**config.mk**
```make
export PLATFORM = sky130hd
export DESIGN_NAME = exposure_gain_sync_regs
export DESIGN_NICKNAME = d
export VERILOG_FILES = /design/src/hdl/exposure_gain_sync_regs.v /design/src/hdl/frame_sync_shadow.v
export VERILOG_INCLUDE_DIRS = /design/src /design/src/hdl
export SDC_FILE = /design/constraint.sdc
export NUM_CORES = 1
export LEC_CHECK = 0
export BUFFER_PORTS_ARGS = -buffer_cell sky130_fd_sc_hd__buf_2
export CAP_MARGIN = 20
export CORE_ASPECT_RATIO = 0.5
export CORE_MARGIN = 2
export CORE_UTILIZATION = 55
export CTS_CLUSTER_DIAMETER = 40
export DETAILED_ROUTE_END_ITERATION = 6
export PLACE_DENSITY = 0.84
export SYNTH_ARGS = -nofsm -noshare
export SYNTH_HDL_FRONTEND = slang
export SYNTH_SLANG_ARGS = --single-unit
```
**constraint.sdc**
```tcl
create_clock -name core_clk_i -period 7.2 [get_ports core_clk_i]
set_input_delay 1.08 -clock core_clk_i [delete_from_list [all_inputs] [get_ports core_clk_i]]
set_output_delay 1.08 -clock core_clk_i [all_outputs]
set_load 0.05 [all_outputs]
```
**src/hdl/exposure_gain_sync_map.vh**
```
// Register offsets, field positions and reset values of the exposure and
// gain register bank. Definitions only; included by the bank's top module and its bench.
`ifndef EXPOSURE_GAIN_SYNC_MAP_VH
`define EXPOSURE_GAIN_SYNC_MAP_VH

// Register addresses on the internal configuration port (9-bit)
`define EGS_ADDR_PERIOD        9'h0c8
`define EGS_ADDR_EXPOSURE      9'h0c9
`define EGS_ADDR_SECOND_SLOPE  9'h0ca
`define EGS_ADDR_THIRD_SLOPE   9'h0cb
`define EGS_ADDR_ANALOG_GAIN   9'h0cc
`define EGS_ADDR_DIGITAL_GAIN  9'h0cd
`define EGS_ADDR_SYNC_CTRL     9'h0ce

// Reset values
`define EGS_RST_PERIOD         16'h0000
`define EGS_RST_EXPOSURE       16'h0000
`define EGS_RST_SECOND_SLOPE   16'h0000
`define EGS_RST_THIRD_SLOPE    16'h0000
`define EGS_RST_ANALOG_GAIN    16'h01e2
`define EGS_RST_DIGITAL_GAIN   16'h0080
`define EGS_RST_SYNC_CTRL      16'h033f

// Analog gain fields
`define EGS_FIRST_AMP_LSB      0
`define EGS_FIRST_AMP_MSB      1
`define EGS_SECOND_AMP_LSB     5
`define EGS_SECOND_AMP_MSB     8
`define EGS_GAIN_LATENCY_BIT   13

// Digital gain field
`define EGS_DIGITAL_MULT_MSB   11

// Frame update sync control fields
`define EGS_SYNC_LINE_LENGTH   0
`define EGS_SYNC_DARK_ROWS     1
`define EGS_SYNC_PADDING_ROWS  2
`define EGS_SYNC_EXPOSURE      3
`define EGS_SYNC_GAIN          4

`endif

```
**src/hdl/exposure_gain_sync_regs.v**
```verilog
// Exposure, frame period and gain register bank of the readout sequencer,
// with frame-start synchronised shadow copies and a global shutter time base.
// Assumes a decoded configuration port (address, data, strobes) from the
// serial interface, and a one-cycle frame start pulse from the sequencer.
//
// How it works
// Period field used only in global shutter
// Representation bit picks reset or frame length
// Exposure counts lines rolling, timer units global
// Second slope time only for global shutter
// Latency bit delays gain one extra frame
// Line length sync bit holds until frame
// Dark row sync bit holds until frame
// Padding row sync bit holds until frame
// Exposure sync bit holds exposure until frame
// Gain sync bit holds gain until frame
// Timer multiplier sets global time unit
// Shadow copies load at frame; readback written
`timescale 1ns/10ps
`include "exposure_gain_sync_map.vh"

module exposure_gain_sync_regs #(
    parameter AW = 9,    // Configuration address width
    parameter DW = 16    // Configuration data width
) (
    // Clock and reset
    input  wire          core_clk_i,
    input  wire          rst_i,
    // Configuration port
    input  wire [AW-1:0] cfg_addr_i,
    input  wire [DW-1:0] cfg_wdata_i,
    input  wire          cfg_wr_i,
    input  wire          cfg_rd_i,
    output wire [DW-1:0] cfg_rdata_o,
    output wire          cfg_rvalid_o,
    // Sequencer status and loose settings
    input  wire          frame_start_i,
    input  wire          line_tick_i,
    input  wire          global_shutter_i,
    input  wire          period_representation_bit_i,
    input  wire [15:0]   timer_multiplier_i,
    input  wire [7:0]    rolling_line_duration_i,
    input  wire [7:0]    dark_row_count_i,
    input  wire [11:0]   padding_row_count_i,
    // Active timing values
    output wire [7:0]    rolling_line_duration_o,
    output wire [7:0]    dark_row_count_o,
    output wire [11:0]   padding_row_count_o,
    output wire [15:0]   reset_length_o,
    output wire [15:0]   frame_length_o,
    output wire [15:0]   exposure_time_o,
    output wire [15:0]   second_slope_exposure_o,
    output wire [15:0]   third_slope_exposure_o,
    output wire          exposure_tick_o,
    output wire          timer_unit_tick_o,
    // Active gain values
    output wire [1:0]    first_amp_setting_o,
    output wire [3:0]    second_amp_setting_o,
    output wire [11:0]   digital_multiplier_o
);

    // Programmed (readback) copies of the registers
    reg [15:0] period_field_r;
    reg [15:0] exposure_time_r;
    reg [15:0] second_slope_time_r;
    reg [15:0] third_slope_time_r;
    reg [15:0] analog_gain_setup_r;
    reg [15:0] digital_gain_setup_r;
    reg [15:0] frame_update_sync_ctrl_r;

    // Read data path
    reg [DW-1:0] rdata_r;
    reg [DW-1:0] rdata_nxt;
    reg          rvalid_r;

    // Gain pipeline: pending stage and active stage
    reg [27:0] gain_pend_r;      // Gain caught at the first frame start
    reg [27:0] gain_act_r;       // Gain driving the amplifiers
    reg [27:0] gain_act_nxt;
    wire [27:0] gain_written;    // Digital and analog gain as written
    // Reset gain word; only the low 12 bits of the digital word are kept
    localparam [31:0] GAIN_RST_WORD = {`EGS_RST_DIGITAL_GAIN, `EGS_RST_ANALOG_GAIN};

    // Global shutter time base
    reg  [15:0] unit_cnt_r;
    reg  [15:0] unit_cnt_nxt;
    wire [15:0] unit_len;        // Cycles per time unit, zero read as one
    wire        unit_tick;

    // Active copies from the shadow registers
    wire [63:0] expo_group;      // Period, exposure and both slope times
    wire [63:0] expo_active;

    // Sync control bits and the gain latency bit, decoded for readability
    wire sync_line   = frame_update_sync_ctrl_r[`EGS_SYNC_LINE_LENGTH];
    wire sync_dark   = frame_update_sync_ctrl_r[`EGS_SYNC_DARK_ROWS];
    wire sync_pad    = frame_update_sync_ctrl_r[`EGS_SYNC_PADDING_ROWS];
    wire sync_expo   = frame_update_sync_ctrl_r[`EGS_SYNC_EXPOSURE];
    wire sync_gain   = frame_update_sync_ctrl_r[`EGS_SYNC_GAIN];
    wire gain_late   = analog_gain_setup_r[`EGS_GAIN_LATENCY_BIT];

    // Address match helper, shared by write and read decode
    function hit;
        input [AW-1:0] addr;
        input [8:0]    target;
        begin
            hit = (addr == target[AW-1:0]);
        end
    endfunction

    // Register writes; readback always returns what was last written
    always @(posedge core_clk_i) begin
        if (rst_i) begin
            period_field_r           <= `EGS_RST_PERIOD;
            exposure_time_r          <= `EGS_RST_EXPOSURE;
            second_slope_time_r      <= `EGS_RST_SECOND_SLOPE;
            third_slope_time_r       <= `EGS_RST_THIRD_SLOPE;
            analog_gain_setup_r      <= `EGS_RST_ANALOG_GAIN;
            digital_gain_setup_r     <= `EGS_RST_DIGITAL_GAIN;
            frame_update_sync_ctrl_r <= `EGS_RST_SYNC_CTRL;
        end else if (cfg_wr_i) begin
            if (hit(cfg_addr_i, `EGS_ADDR_PERIOD)) begin
                period_field_r <= cfg_wdata_i;
            end
            if (hit(cfg_addr_i, `EGS_ADDR_EXPOSURE)) begin
                exposure_time_r <= cfg_wdata_i;
            end
            if (hit(cfg_addr_i, `EGS_ADDR_SECOND_SLOPE)) begin
                second_slope_time_r <= cfg_wdata_i;
            end
            if (hit(cfg_addr_i, `EGS_ADDR_THIRD_SLOPE)) begin
                third_slope_time_r <= cfg_wdata_i;
            end
            if (hit(cfg_addr_i, `EGS_ADDR_ANALOG_GAIN)) begin
                analog_gain_setup_r <= cfg_wdata_i;
            end
            if (hit(cfg_addr_i, `EGS_ADDR_DIGITAL_GAIN)) begin
                digital_gain_setup_r <= cfg_wdata_i;
            end
            if (hit(cfg_addr_i, `EGS_ADDR_SYNC_CTRL)) begin
                frame_update_sync_ctrl_r <= cfg_wdata_i;
            end
        end
    end

    // Read mux; unmapped addresses read as zero
    always @* begin
        rdata_nxt = {DW{1'b0}};
        if (hit(cfg_addr_i, `EGS_ADDR_PERIOD)) begin
            rdata_nxt = period_field_r;
        end else if (hit(cfg_addr_i, `EGS_ADDR_EXPOSURE)) begin
            rdata_nxt = exposure_time_r;
        end else if (hit(cfg_addr_i, `EGS_ADDR_SECOND_SLOPE)) begin
            rdata_nxt = second_slope_time_r;
        end else if (hit(cfg_addr_i, `EGS_ADDR_THIRD_SLOPE)) begin
            rdata_nxt = third_slope_time_r;
        end else if (hit(cfg_addr_i, `EGS_ADDR_ANALOG_GAIN)) begin
            rdata_nxt = analog_gain_setup_r;
        end else if (hit(cfg_addr_i, `EGS_ADDR_DIGITAL_GAIN)) begin
            rdata_nxt = digital_gain_setup_r;
        end else if (hit(cfg_addr_i, `EGS_ADDR_SYNC_CTRL)) begin
            rdata_nxt = frame_update_sync_ctrl_r;
        end
    end

    // Read data register, valid one cycle after the read strobe
    always @(posedge core_clk_i) begin
        if (rst_i) begin
            rdata_r  <= {DW{1'b0}};
            rvalid_r <= 1'b0;
        end else begin
            rvalid_r <= cfg_rd_i;
            if (cfg_rd_i) begin
                rdata_r <= rdata_nxt;
            end
        end
    end

    assign cfg_rdata_o  = rdata_r;
    assign cfg_rvalid_o = rvalid_r;

    // Line timing shadows, each with its own sync bit
    frame_sync_shadow #(.W(8), .RST_VALUE(8'h00)) u_line_len (
        .core_clk_i    (core_clk_i),
        .rst_i         (rst_i),
        .sync_en_i     (sync_line),
        .frame_start_i (frame_start_i),
        .value_i       (rolling_line_duration_i),
        .active_o      (rolling_line_duration_o)
    );

    frame_sync_shadow #(.W(8), .RST_VALUE(8'h00)) u_dark_rows (
        .core_clk_i    (core_clk_i),
        .rst_i         (rst_i),
        .sync_en_i     (sync_dark),
        .frame_start_i (frame_start_i),
        .value_i       (dark_row_count_i),
        .active_o      (dark_row_count_o)
    );

    frame_sync_shadow #(.W(12), .RST_VALUE(12'h000)) u_pad_rows (
        .core_clk_i    (core_clk_i),
        .rst_i         (rst_i),
        .sync_en_i     (sync_pad),
        .frame_start_i (frame_start_i),
        .value_i       (padding_row_count_i),
        .active_o      (padding_row_count_o)
    );

    // Exposure group shares one sync bit so all times switch together
    assign expo_group = {period_field_r, exposure_time_r,
                         second_slope_time_r, third_slope_time_r};

    frame_sync_shadow #(.W(64), .RST_VALUE(64'h0)) u_expo (
        .core_clk_i    (core_clk_i),
        .rst_i         (rst_i),
        .sync_en_i     (sync_expo),
        .frame_start_i (frame_start_i),
        .value_i       (expo_group),
        .active_o      (expo_active)
    );

    // Period feeds only global shutter; bit picks its meaning
    assign reset_length_o = (global_shutter_i && !period_representation_bit_i) ?
                            expo_active[63:48] : 16'h0000;
    assign frame_length_o = (global_shutter_i && period_representation_bit_i) ?
                            expo_active[63:48] : 16'h0000;
    assign exposure_time_o = expo_active[47:32];
    // Slope times have no meaning in rolling shutter, so they read zero there
    assign second_slope_exposure_o = global_shutter_i ? expo_active[31:16] :
                                     16'h0000;
    assign third_slope_exposure_o  = global_shutter_i ? expo_active[15:0] :
                                     16'h0000;

    // Time unit counter; a zero multiplier would stall, so it acts as one
    assign unit_len  = (timer_multiplier_i == 16'h0000) ? 16'h0001 :
                       timer_multiplier_i;
    assign unit_tick = global_shutter_i && (unit_cnt_r == unit_len - 16'h0001);

    always @* begin
        unit_cnt_nxt = unit_cnt_r + 16'h0001;
        // Realign the unit grid to each frame so exposure starts clean
        if (!global_shutter_i || frame_start_i || unit_tick) begin
            unit_cnt_nxt = 16'h0000;
        end
    end

    // Time unit counter register
    always @(posedge core_clk_i) begin
        if (rst_i) begin
            unit_cnt_r <= 16'h0000;
        end else begin
            unit_cnt_r <= unit_cnt_nxt;
        end
    end

    assign timer_unit_tick_o = unit_tick;
    // Exposure granularity: lines when rolling, timer units when global
    assign exposure_tick_o   = global_shutter_i ? unit_tick : line_tick_i;

    // Gain pipeline
    assign gain_written = {digital_gain_setup_r[`EGS_DIGITAL_MULT_MSB:0],
                           analog_gain_setup_r};

    always @* begin
        gain_act_nxt = gain_act_r;
        if (!sync_gain) begin
            gain_act_nxt = gain_written;
        end else if (frame_start_i) begin
            // Extra frame of delay lines gain up with exposure latency
            gain_act_nxt = gain_late ? gain_pend_r : gain_written;
        end
    end

    // Gain pending and active registers
    always @(posedge core_clk_i) begin
        if (rst_i) begin
            gain_pend_r <= GAIN_RST_WORD[27:0];
            gain_act_r  <= GAIN_RST_WORD[27:0];
        end else begin
            if (frame_start_i || !sync_gain) begin
                gain_pend_r <= gain_written;
            end
            gain_act_r <= gain_act_nxt;
        end
    end

    assign first_amp_setting_o  = gain_act_r[`EGS_FIRST_AMP_MSB:`EGS_FIRST_AMP_LSB];
    assign second_amp_setting_o = gain_act_r[`EGS_SECOND_AMP_MSB:`EGS_SECOND_AMP_LSB];
    assign digital_multiplier_o = gain_act_r[27:16];

endmodule // exposure_gain_sync_regs

```
**src/hdl/frame_sync_shadow.v**
```verilog
// Shadow register that copies a programmed value into its active copy,
// either every cycle or only at frame start, as chosen by sync_en_i.
// Assumes frame_start_i is a one-cycle pulse in the core clock domain.
`timescale 1ns/10ps

module frame_sync_shadow #(
    parameter W         = 16,          // Width of the shadowed value
    parameter RST_VALUE = {W{1'b0}}    // Active value after reset
) (
    // Clock and reset
    input  wire         core_clk_i,
    input  wire         rst_i,
    // Control
    input  wire         sync_en_i,
    input  wire         frame_start_i,
    // Data
    input  wire [W-1:0] value_i,
    output wire [W-1:0] active_o
);

    reg [W-1:0] active_r;     // Value the sequencer works with
    reg [W-1:0] active_nxt;   // Next active value

    // Follow the programmed value at once, or hold it until frame start
    always @* begin
        active_nxt = active_r;
        if (!sync_en_i || frame_start_i) begin
            active_nxt = value_i;
        end
    end

    // Active copy register
    always @(posedge core_clk_i) begin
        if (rst_i) begin
            active_r <= RST_VALUE;
        end else begin
            active_r <= active_nxt;
        end
    end

    assign active_o = active_r;

endmodule // frame_sync_shadow

```
==> results.toml, run 1 <==
[status]
status = "completed"

[routing]
drc = 0
post_drt_wl_per_cell_um = 17.7
dr.pass1.iters = 6
first_iter_violations = 1102
viasPerCell = 5.76
num_vias = 11100
ant_nets = 0
drt-total-wl_mm = 34.0

[placed_design]
dp.cells = 1883
gp_congestion = 0.896
dp_hpwl_mm = 23.2
port-buffer-count = 221

[clock_network]
cts_tree = "done"
post_cts_buffers = 0
worstSkewPairLatency_ns = 0.54
clock-sinks = 273
hold_buffers = 0
clkTransAtPathRegs_ns = 0.06
cts_buffers = 24
cts_resized = 0
cts-root-buf = "clkbuf_16"
clk_path_buf_depth = 3
h-tree-depth = 1

[cells_and_area]
syn_to_final_growth_pct = 16.0
n_fill_cell = 1741
fin_nets = 1717
drive_gt1_share_pct = 17.6
stdcell_count = 1926

[yosys]
syn-num-nets = 1584
ys_async_sr_fraction_pct = 0
synth_top_family_by_area = "simple AND/OR/NAND/NOR gates"
synth-compound-area-share_pct = 15.7
yosys.area_share.simple_pct = 28.2
synth_area_leader_cell = "dfxtp_1"
postSynthAreaPerCell_um2 = 7.78
synth_most_common_cell = "nand2_1"
yosysSeqAreaShare_pct = 46.7
synth_edf_count = 0
netlist_top_cells_count = "471 x nand2_1, 273 x dfxtp_1, 188 x a21oi_1"
synthMuxAreaShare_pct = 2.06
yosys-top-cells-area = "dfxtp_1 47%, nand2_1 15%, a21oi_1 8.0%"
ys.flop_type = "dfxtp_1"
synth_adder_area_share_pct = 0.214
synth_area_um2 = 11700
ys_ff_latch = 273
synth.distinct_cells = 60
yosysWarnings = 0
synthXorXnorAreaFrac_pct = 2.24
syn-instance-count = 1505
yosysTopAreaCellShare_pct = 46.7

[worst_setup_path]
path_class = "primary input to output pin"
cp_data_required_time_ns = 6.12
reg2reg_from = "unit_cnt_r[13]$_SDFF_PP0_"
critPathCaptureType = "output pin"
r2r_end = "unit_cnt_r[2]$_SDFF_PP0_"
startpoint = "timer_multiplier_i[8]"
cp.arrival_ns = 4.67
rrSetupSlack_ns = 4.74
cp_max_fo = 6
endpoint = "exposure_tick_o"
startpoint_type = "primary input"
ff2ff_path_depth = 7

[run]
cap_viol_max_count = 0

[timing]
fin_worst_skew_ns = 0.0244
period_share_pct = 79.8
finalSetupTns_ns = 0
setup_violations = 0
min_period_ns = 5.75
rsz0062_at_grt = "false"
drv_slew = 0
finalHoldViolCount = 0
worst_pin_slew_ns = 1.02
slew_headroom_pct = 31.2
fmax_mhz = 174

[die]
die_y_um = 107
core_um2 = 20700
dieArea_um2 = 22600
start_util_pct = 56.5
io_pins = 222
row_count = 37
die_w_um = 210

[grt]
grt_remaining_overflow = 0
grt_antenna_before_repair = 1
grt_pass1_wl_mm = 53.5
grt_max_degree = 141
grt_pass1_vias = 10300
grt_use_total_pct = 29.6

[power_and_ir_drop]
fin_total_pwr_mw = 3.15
ir_drop_v = 0.000189
p_leak_nw = 5.38
power_density_nw_per_um2 = 232

[min_path]
hold_class = "flip-flop to flip-flop"
[layer usage]
| metal | routed length [um] | track usage, % |
|---|---|---|
| met1 | 13900 | 39.7 |
| met2 | 15500 | 48.0 |
| met3 | 3820 | 7.44 |
| met4 | 817 | 7.39 |
| met5 | 0 | 0 |
[worst min-delay path by stage]
| stage | start | endpoint | slack, ns | cells after the start |
|---|---|---|---|---|
| 2_1_floorplan | u_expo.active_o[0]$_SDFFE_PP0P_ | u_expo.active_o[0]$_SDFFE_PP0P_ | 0.43 | 2 |
| 3_3_place_gp | u_pad_rows.active_o[6]$_SDFFE_PP0P_ | u_pad_rows.active_o[6]$_SDFFE_PP0P_ | 0.44 | 2 |
| 3_5_place_dp | u_expo.active_o[1]$_SDFFE_PP0P_ | u_expo.active_o[1]$_SDFFE_PP0P_ | 0.44 | 2 |
| 4_1_cts | u_expo.active_o[1]$_SDFFE_PP0P_ | u_expo.active_o[1]$_SDFFE_PP0P_ | 0.45 | 2 |
| 5_1_grt | u_expo.active_o[3]$_SDFFE_PP0P_ | u_expo.active_o[3]$_SDFFE_PP0P_ | 0.47 | 2 |
| 6_report | u_expo.active_o[1]$_SDFFE_PP0P_ | u_expo.active_o[1]$_SDFFE_PP0P_ | 0.45 | 2 |
[sequential cells by signal, summed over array words and instances (netlist names), 12 cells and up]
register,cells
u_expo.active_o,64
frame_update_sync_ctrl_r,16
third_slope_time_r,16
gain_act_r,18
u_pad_rows.active_o,12
analog_gain_setup_r,16
period_field_r,16
second_slope_time_r,16
cfg_rdata_o,16
exposure_time_r,16
unit_cnt_r,16
gain_pend_r,18
digital_gain_setup_r,16
[cell families after synthesis]
family | Yosys count
simple gates | 738
flops | 273
xor+xnor | 30
mux | 24
compound gates | 303
fa+ha+maj | 2
buf+inv | 135
[power by group]
group | switching (mW) | leakage, nW | internal, mW
Sequential | 0.0112 | 2.21 | 1.53
Clock | 0.573 | 0.409 | 0.795
Combinational | 0.183 | 2.76 | 0.0634
[stage by stage]
stage               hold slack [ns]  instance area (um2)  setup WS [ns]  utilization [%]
floorplan                     0.427                11700           1.63                -
global placement              0.436                12700           1.53             61.2
detailed placement            0.442                12700           1.47             61.3
CTS                           0.450                13500           1.47             65.3
global route                  0.466                13600           1.18             65.5
finish                        0.448                13600           1.45             65.5
[final cells by class]
type	count	area, um2	area share (%)
Multi-Input combinational cell	1097	5680	41.8
Sequential cell	273	5470	40.2
Timing Repair Buffer	233	1230	9.05
Clock buffer	29	659	4.85
Tap cell	273	342	2.51
Clock inverter	11	169	1.24
Inverter	9	33.8	0.249
Antenna cell	1	2.50	0.0184
[worst max-delay path, stage by stage]
cell,delay (ns)
buf_2,0.13
nor4_1,0.61
a41oi_1,0.33
ha_1,0.32
nor3b_1,0.20
a21boi_0,0.25
o21a_1,0.17
o31ai_1,0.07
or4_4,0.55
or4_4,0.57
o22ai_2,0.10
buf_2,0.28
[placed cells by master (no fill, tap or decap), types with 12 or more instances in the layout]
master	synthesis	layout
dfxtp_1	273	273
a21oi_1	188	188
and3_1	19	19
a311oi_1	29	29
nand2_1	471	471
xnor2_1	15	15
mux2i_1	23	23
a22oi_1	29	29
nand2b_1	13	12
nor2_1	75	75
nand3_1	41	41
xor2_1	15	15
nand3b_1	21	21
o21ai_0	23	23
a22o_1	13	13
clkbuf_16	0	24
and2_1	51	51
buf_2	6	220
Note: power is estimated with default switching activity, not from simulation.
==> run 2, diff against run 1 <==
==> constraint.sdc (replaced) <==
create_clock -name core_clk_i -period 6 [get_ports core_clk_i]
set_input_delay 0.9 -clock core_clk_i [delete_from_list [all_inputs] [get_ports core_clk_i]]
set_output_delay 0.9 -clock core_clk_i [all_outputs]
set_load 0.05 [all_outputs]
==> run 2 against run 1 <==
  * Wire length shrank 1.2%
  * Non-clock buffer count is the same
  * Hold slack lost 0.0015 ns
  * Critical path depth up 1
  * Sequential power grew 20%
  * Clock power grew 30%
  * First-iteration DRC count shrank 8.0%
  * Utilization is 0.48 points higher
  * Global-route usage is 0.43 points lower
  * Critical endpoint unchanged
  * Largest power group unchanged
==> results.toml, run 2 (synthesized netlist as in run 1, its figures left out) <==
[status]
status = "completed"

[die]
die_w_um = 210
io_pins = 222
core_um2 = 20700
dieArea_um2 = 22600
row_count = 37
start_util_pct = 56.5
die_y_um = 107

[routing]
dr.pass1.iters = 7
drc = 0
drt-total-wl_mm = 33.6
post_drt_wl_per_cell_um = 17.4
first_iter_violations = 1014
ant_nets = 0
num_vias = 11000
viasPerCell = 5.68

[worst_setup_path]
cp_data_required_time_ns = 5.10
slowest_delay_ns = 0.57
startpoint_type = "primary input"
critPathCaptureType = "output pin"
cp_top_family = "simple AND/OR/NAND/NOR gates"
cp_max_fo = 6
path_cells = "buf_2 > nor4_1 > buf_4 > a41oi_1 > ha_1 > nor3b_1 > a21boi_0 > nor3_1 > o31ai_1 > or4_4 > or4_4 > o22ai_2 > buf_2"
path_class = "primary input to output pin"
crit_path_top_delay_cell = "or4_4"
cp.arrival_ns = 4.28
worst-path-buf-inv = 3

[clock_network]
worstSkewPairLatency_ns = 0.55
hold_buffers = 0
h-tree-depth = 1
cts-root-buf = "clkbuf_16"
clk_path_buf_depth = 3
post_cts_buffers = 0
clock-sinks = 273
cts_buffers = 26
clkTransAtPathRegs_ns = 0.06
cts_resized = 0
cts_tree = "done"

[power_and_ir_drop]
power_density_nw_per_um2 = 287
p_leak_nw = 5.42
fin_total_pwr_mw = 3.92
ir_drop_v = 0.000216

[timing]
fin_ws_ns = 0.817
fmax_mhz = 193
finalHoldViolCount = 0
min_period_ns = 5.18
finalSetupTns_ns = 0
period_share_pct = 86.4
worst_pin_slew_ns = 1.10
setup_violations = 0
rsz0062_at_grt = "false"
whs_ns = 0.446
drv_slew = 0
fin_worst_skew_ns = 0.0216
slew_headroom_pct = 26.2

[grt]
use_met2_pct = 45.6
grt_pass1_vias = 10200
grt_use_total_pct = 29.1
grt_pass1_wl_mm = 52.6
grt_max_degree = 200
grt_antenna_before_repair = 1
met1_usage_pct = 39.0
busiest_layer = "met2"
globalRouteMet3Util_pct = 8.49
grt_remaining_overflow = 0

[placed_design]
gp_congestion = 0.899
dp_hpwl_mm = 23.1
placed_area_um2 = 12700
port-buffer-count = 221
place_ws_ns = 0.797

[cells_and_area]
final_cell_mix = "471 x nand2_1, 273 x dfxtp_1, 220 x buf_2"
n_fill_cell = 1744
layout_commonest_cell = "nand2_1"
largest_reg_flops = 64
seqCellArea_um2 = 5470
multiInputGateArea_um2 = 5680
syn_to_final_growth_pct = 16.8
drive_gt1_share_pct = 17.8
finish.instance_area_um2 = 13700
fin_nets = 1719

[min_path]
hold_class = "flip-flop to flip-flop"

[run]
cap_viol_max_count = 0
[run 2: metrics by stage]
| step | instances | utilization, % |
|---|---|---|
| after floorplan | 1505 | - |
| after global placement | 1882 | 61.3 |
| after CTS | 1932 | 65.9 |
| final | 1934 | 66.0 |
| after global routing | 1934 | 66.0 |
| after detailed placement | 1884 | 61.4 |
[run 2: worst paths after layout]
kind | start | end | slack, ns | cells past startpoint
min reg2reg | u_pad_rows.active_o[3]$_SDFFE_PP0P_ | u_pad_rows.active_o[3]$_SDFFE_PP0P_ | 0.45 | 2
min | u_pad_rows.active_o[3]$_SDFFE_PP0P_ | u_pad_rows.active_o[3]$_SDFFE_PP0P_ | 0.45 | 2
max reg2reg | unit_cnt_r[13]$_SDFF_PP0_ | unit_cnt_r[10]$_SDFF_PP0_ | 3.53 | 7
max | timer_multiplier_i[8] | exposure_tick_o | 0.82 | 13
[run 2: final cells by class]
class,count,area share (%)
multi-input combinational,1097,41.5
sequential,273,39.9
timing repair buffer,233,8.96
clock buffer,33,5.24
tap,273,2.50
clock inverter,15,1.56
inverter,9,0.247
antenna,1,0.0183
[run 2: tightest hold or removal path, delay by kind of cell (launching register included)]
| kind | cells | cell delay [ns] |
|---|---|---|
| compound gates | 1 | 0.05 |
| simple gates | 1 | 0.05 |
| flops | 1 | 0.31 |
[run 2: metal layers]
layer  vias up  part of all wire [%]
met5         -                     0
met4         0                   2.9
met3        89                    11
met2       475                    45
met1      5119                    42
li1       5296                     -
[run 2: power by group]
part | internal (mW) | leakage [nW] | switching (mW)
sequential | 1.84 | 2.21 | 0.0131
combinational | 0.0754 | 2.76 | 0.220
clock | 1.03 | 0.444 | 0.747
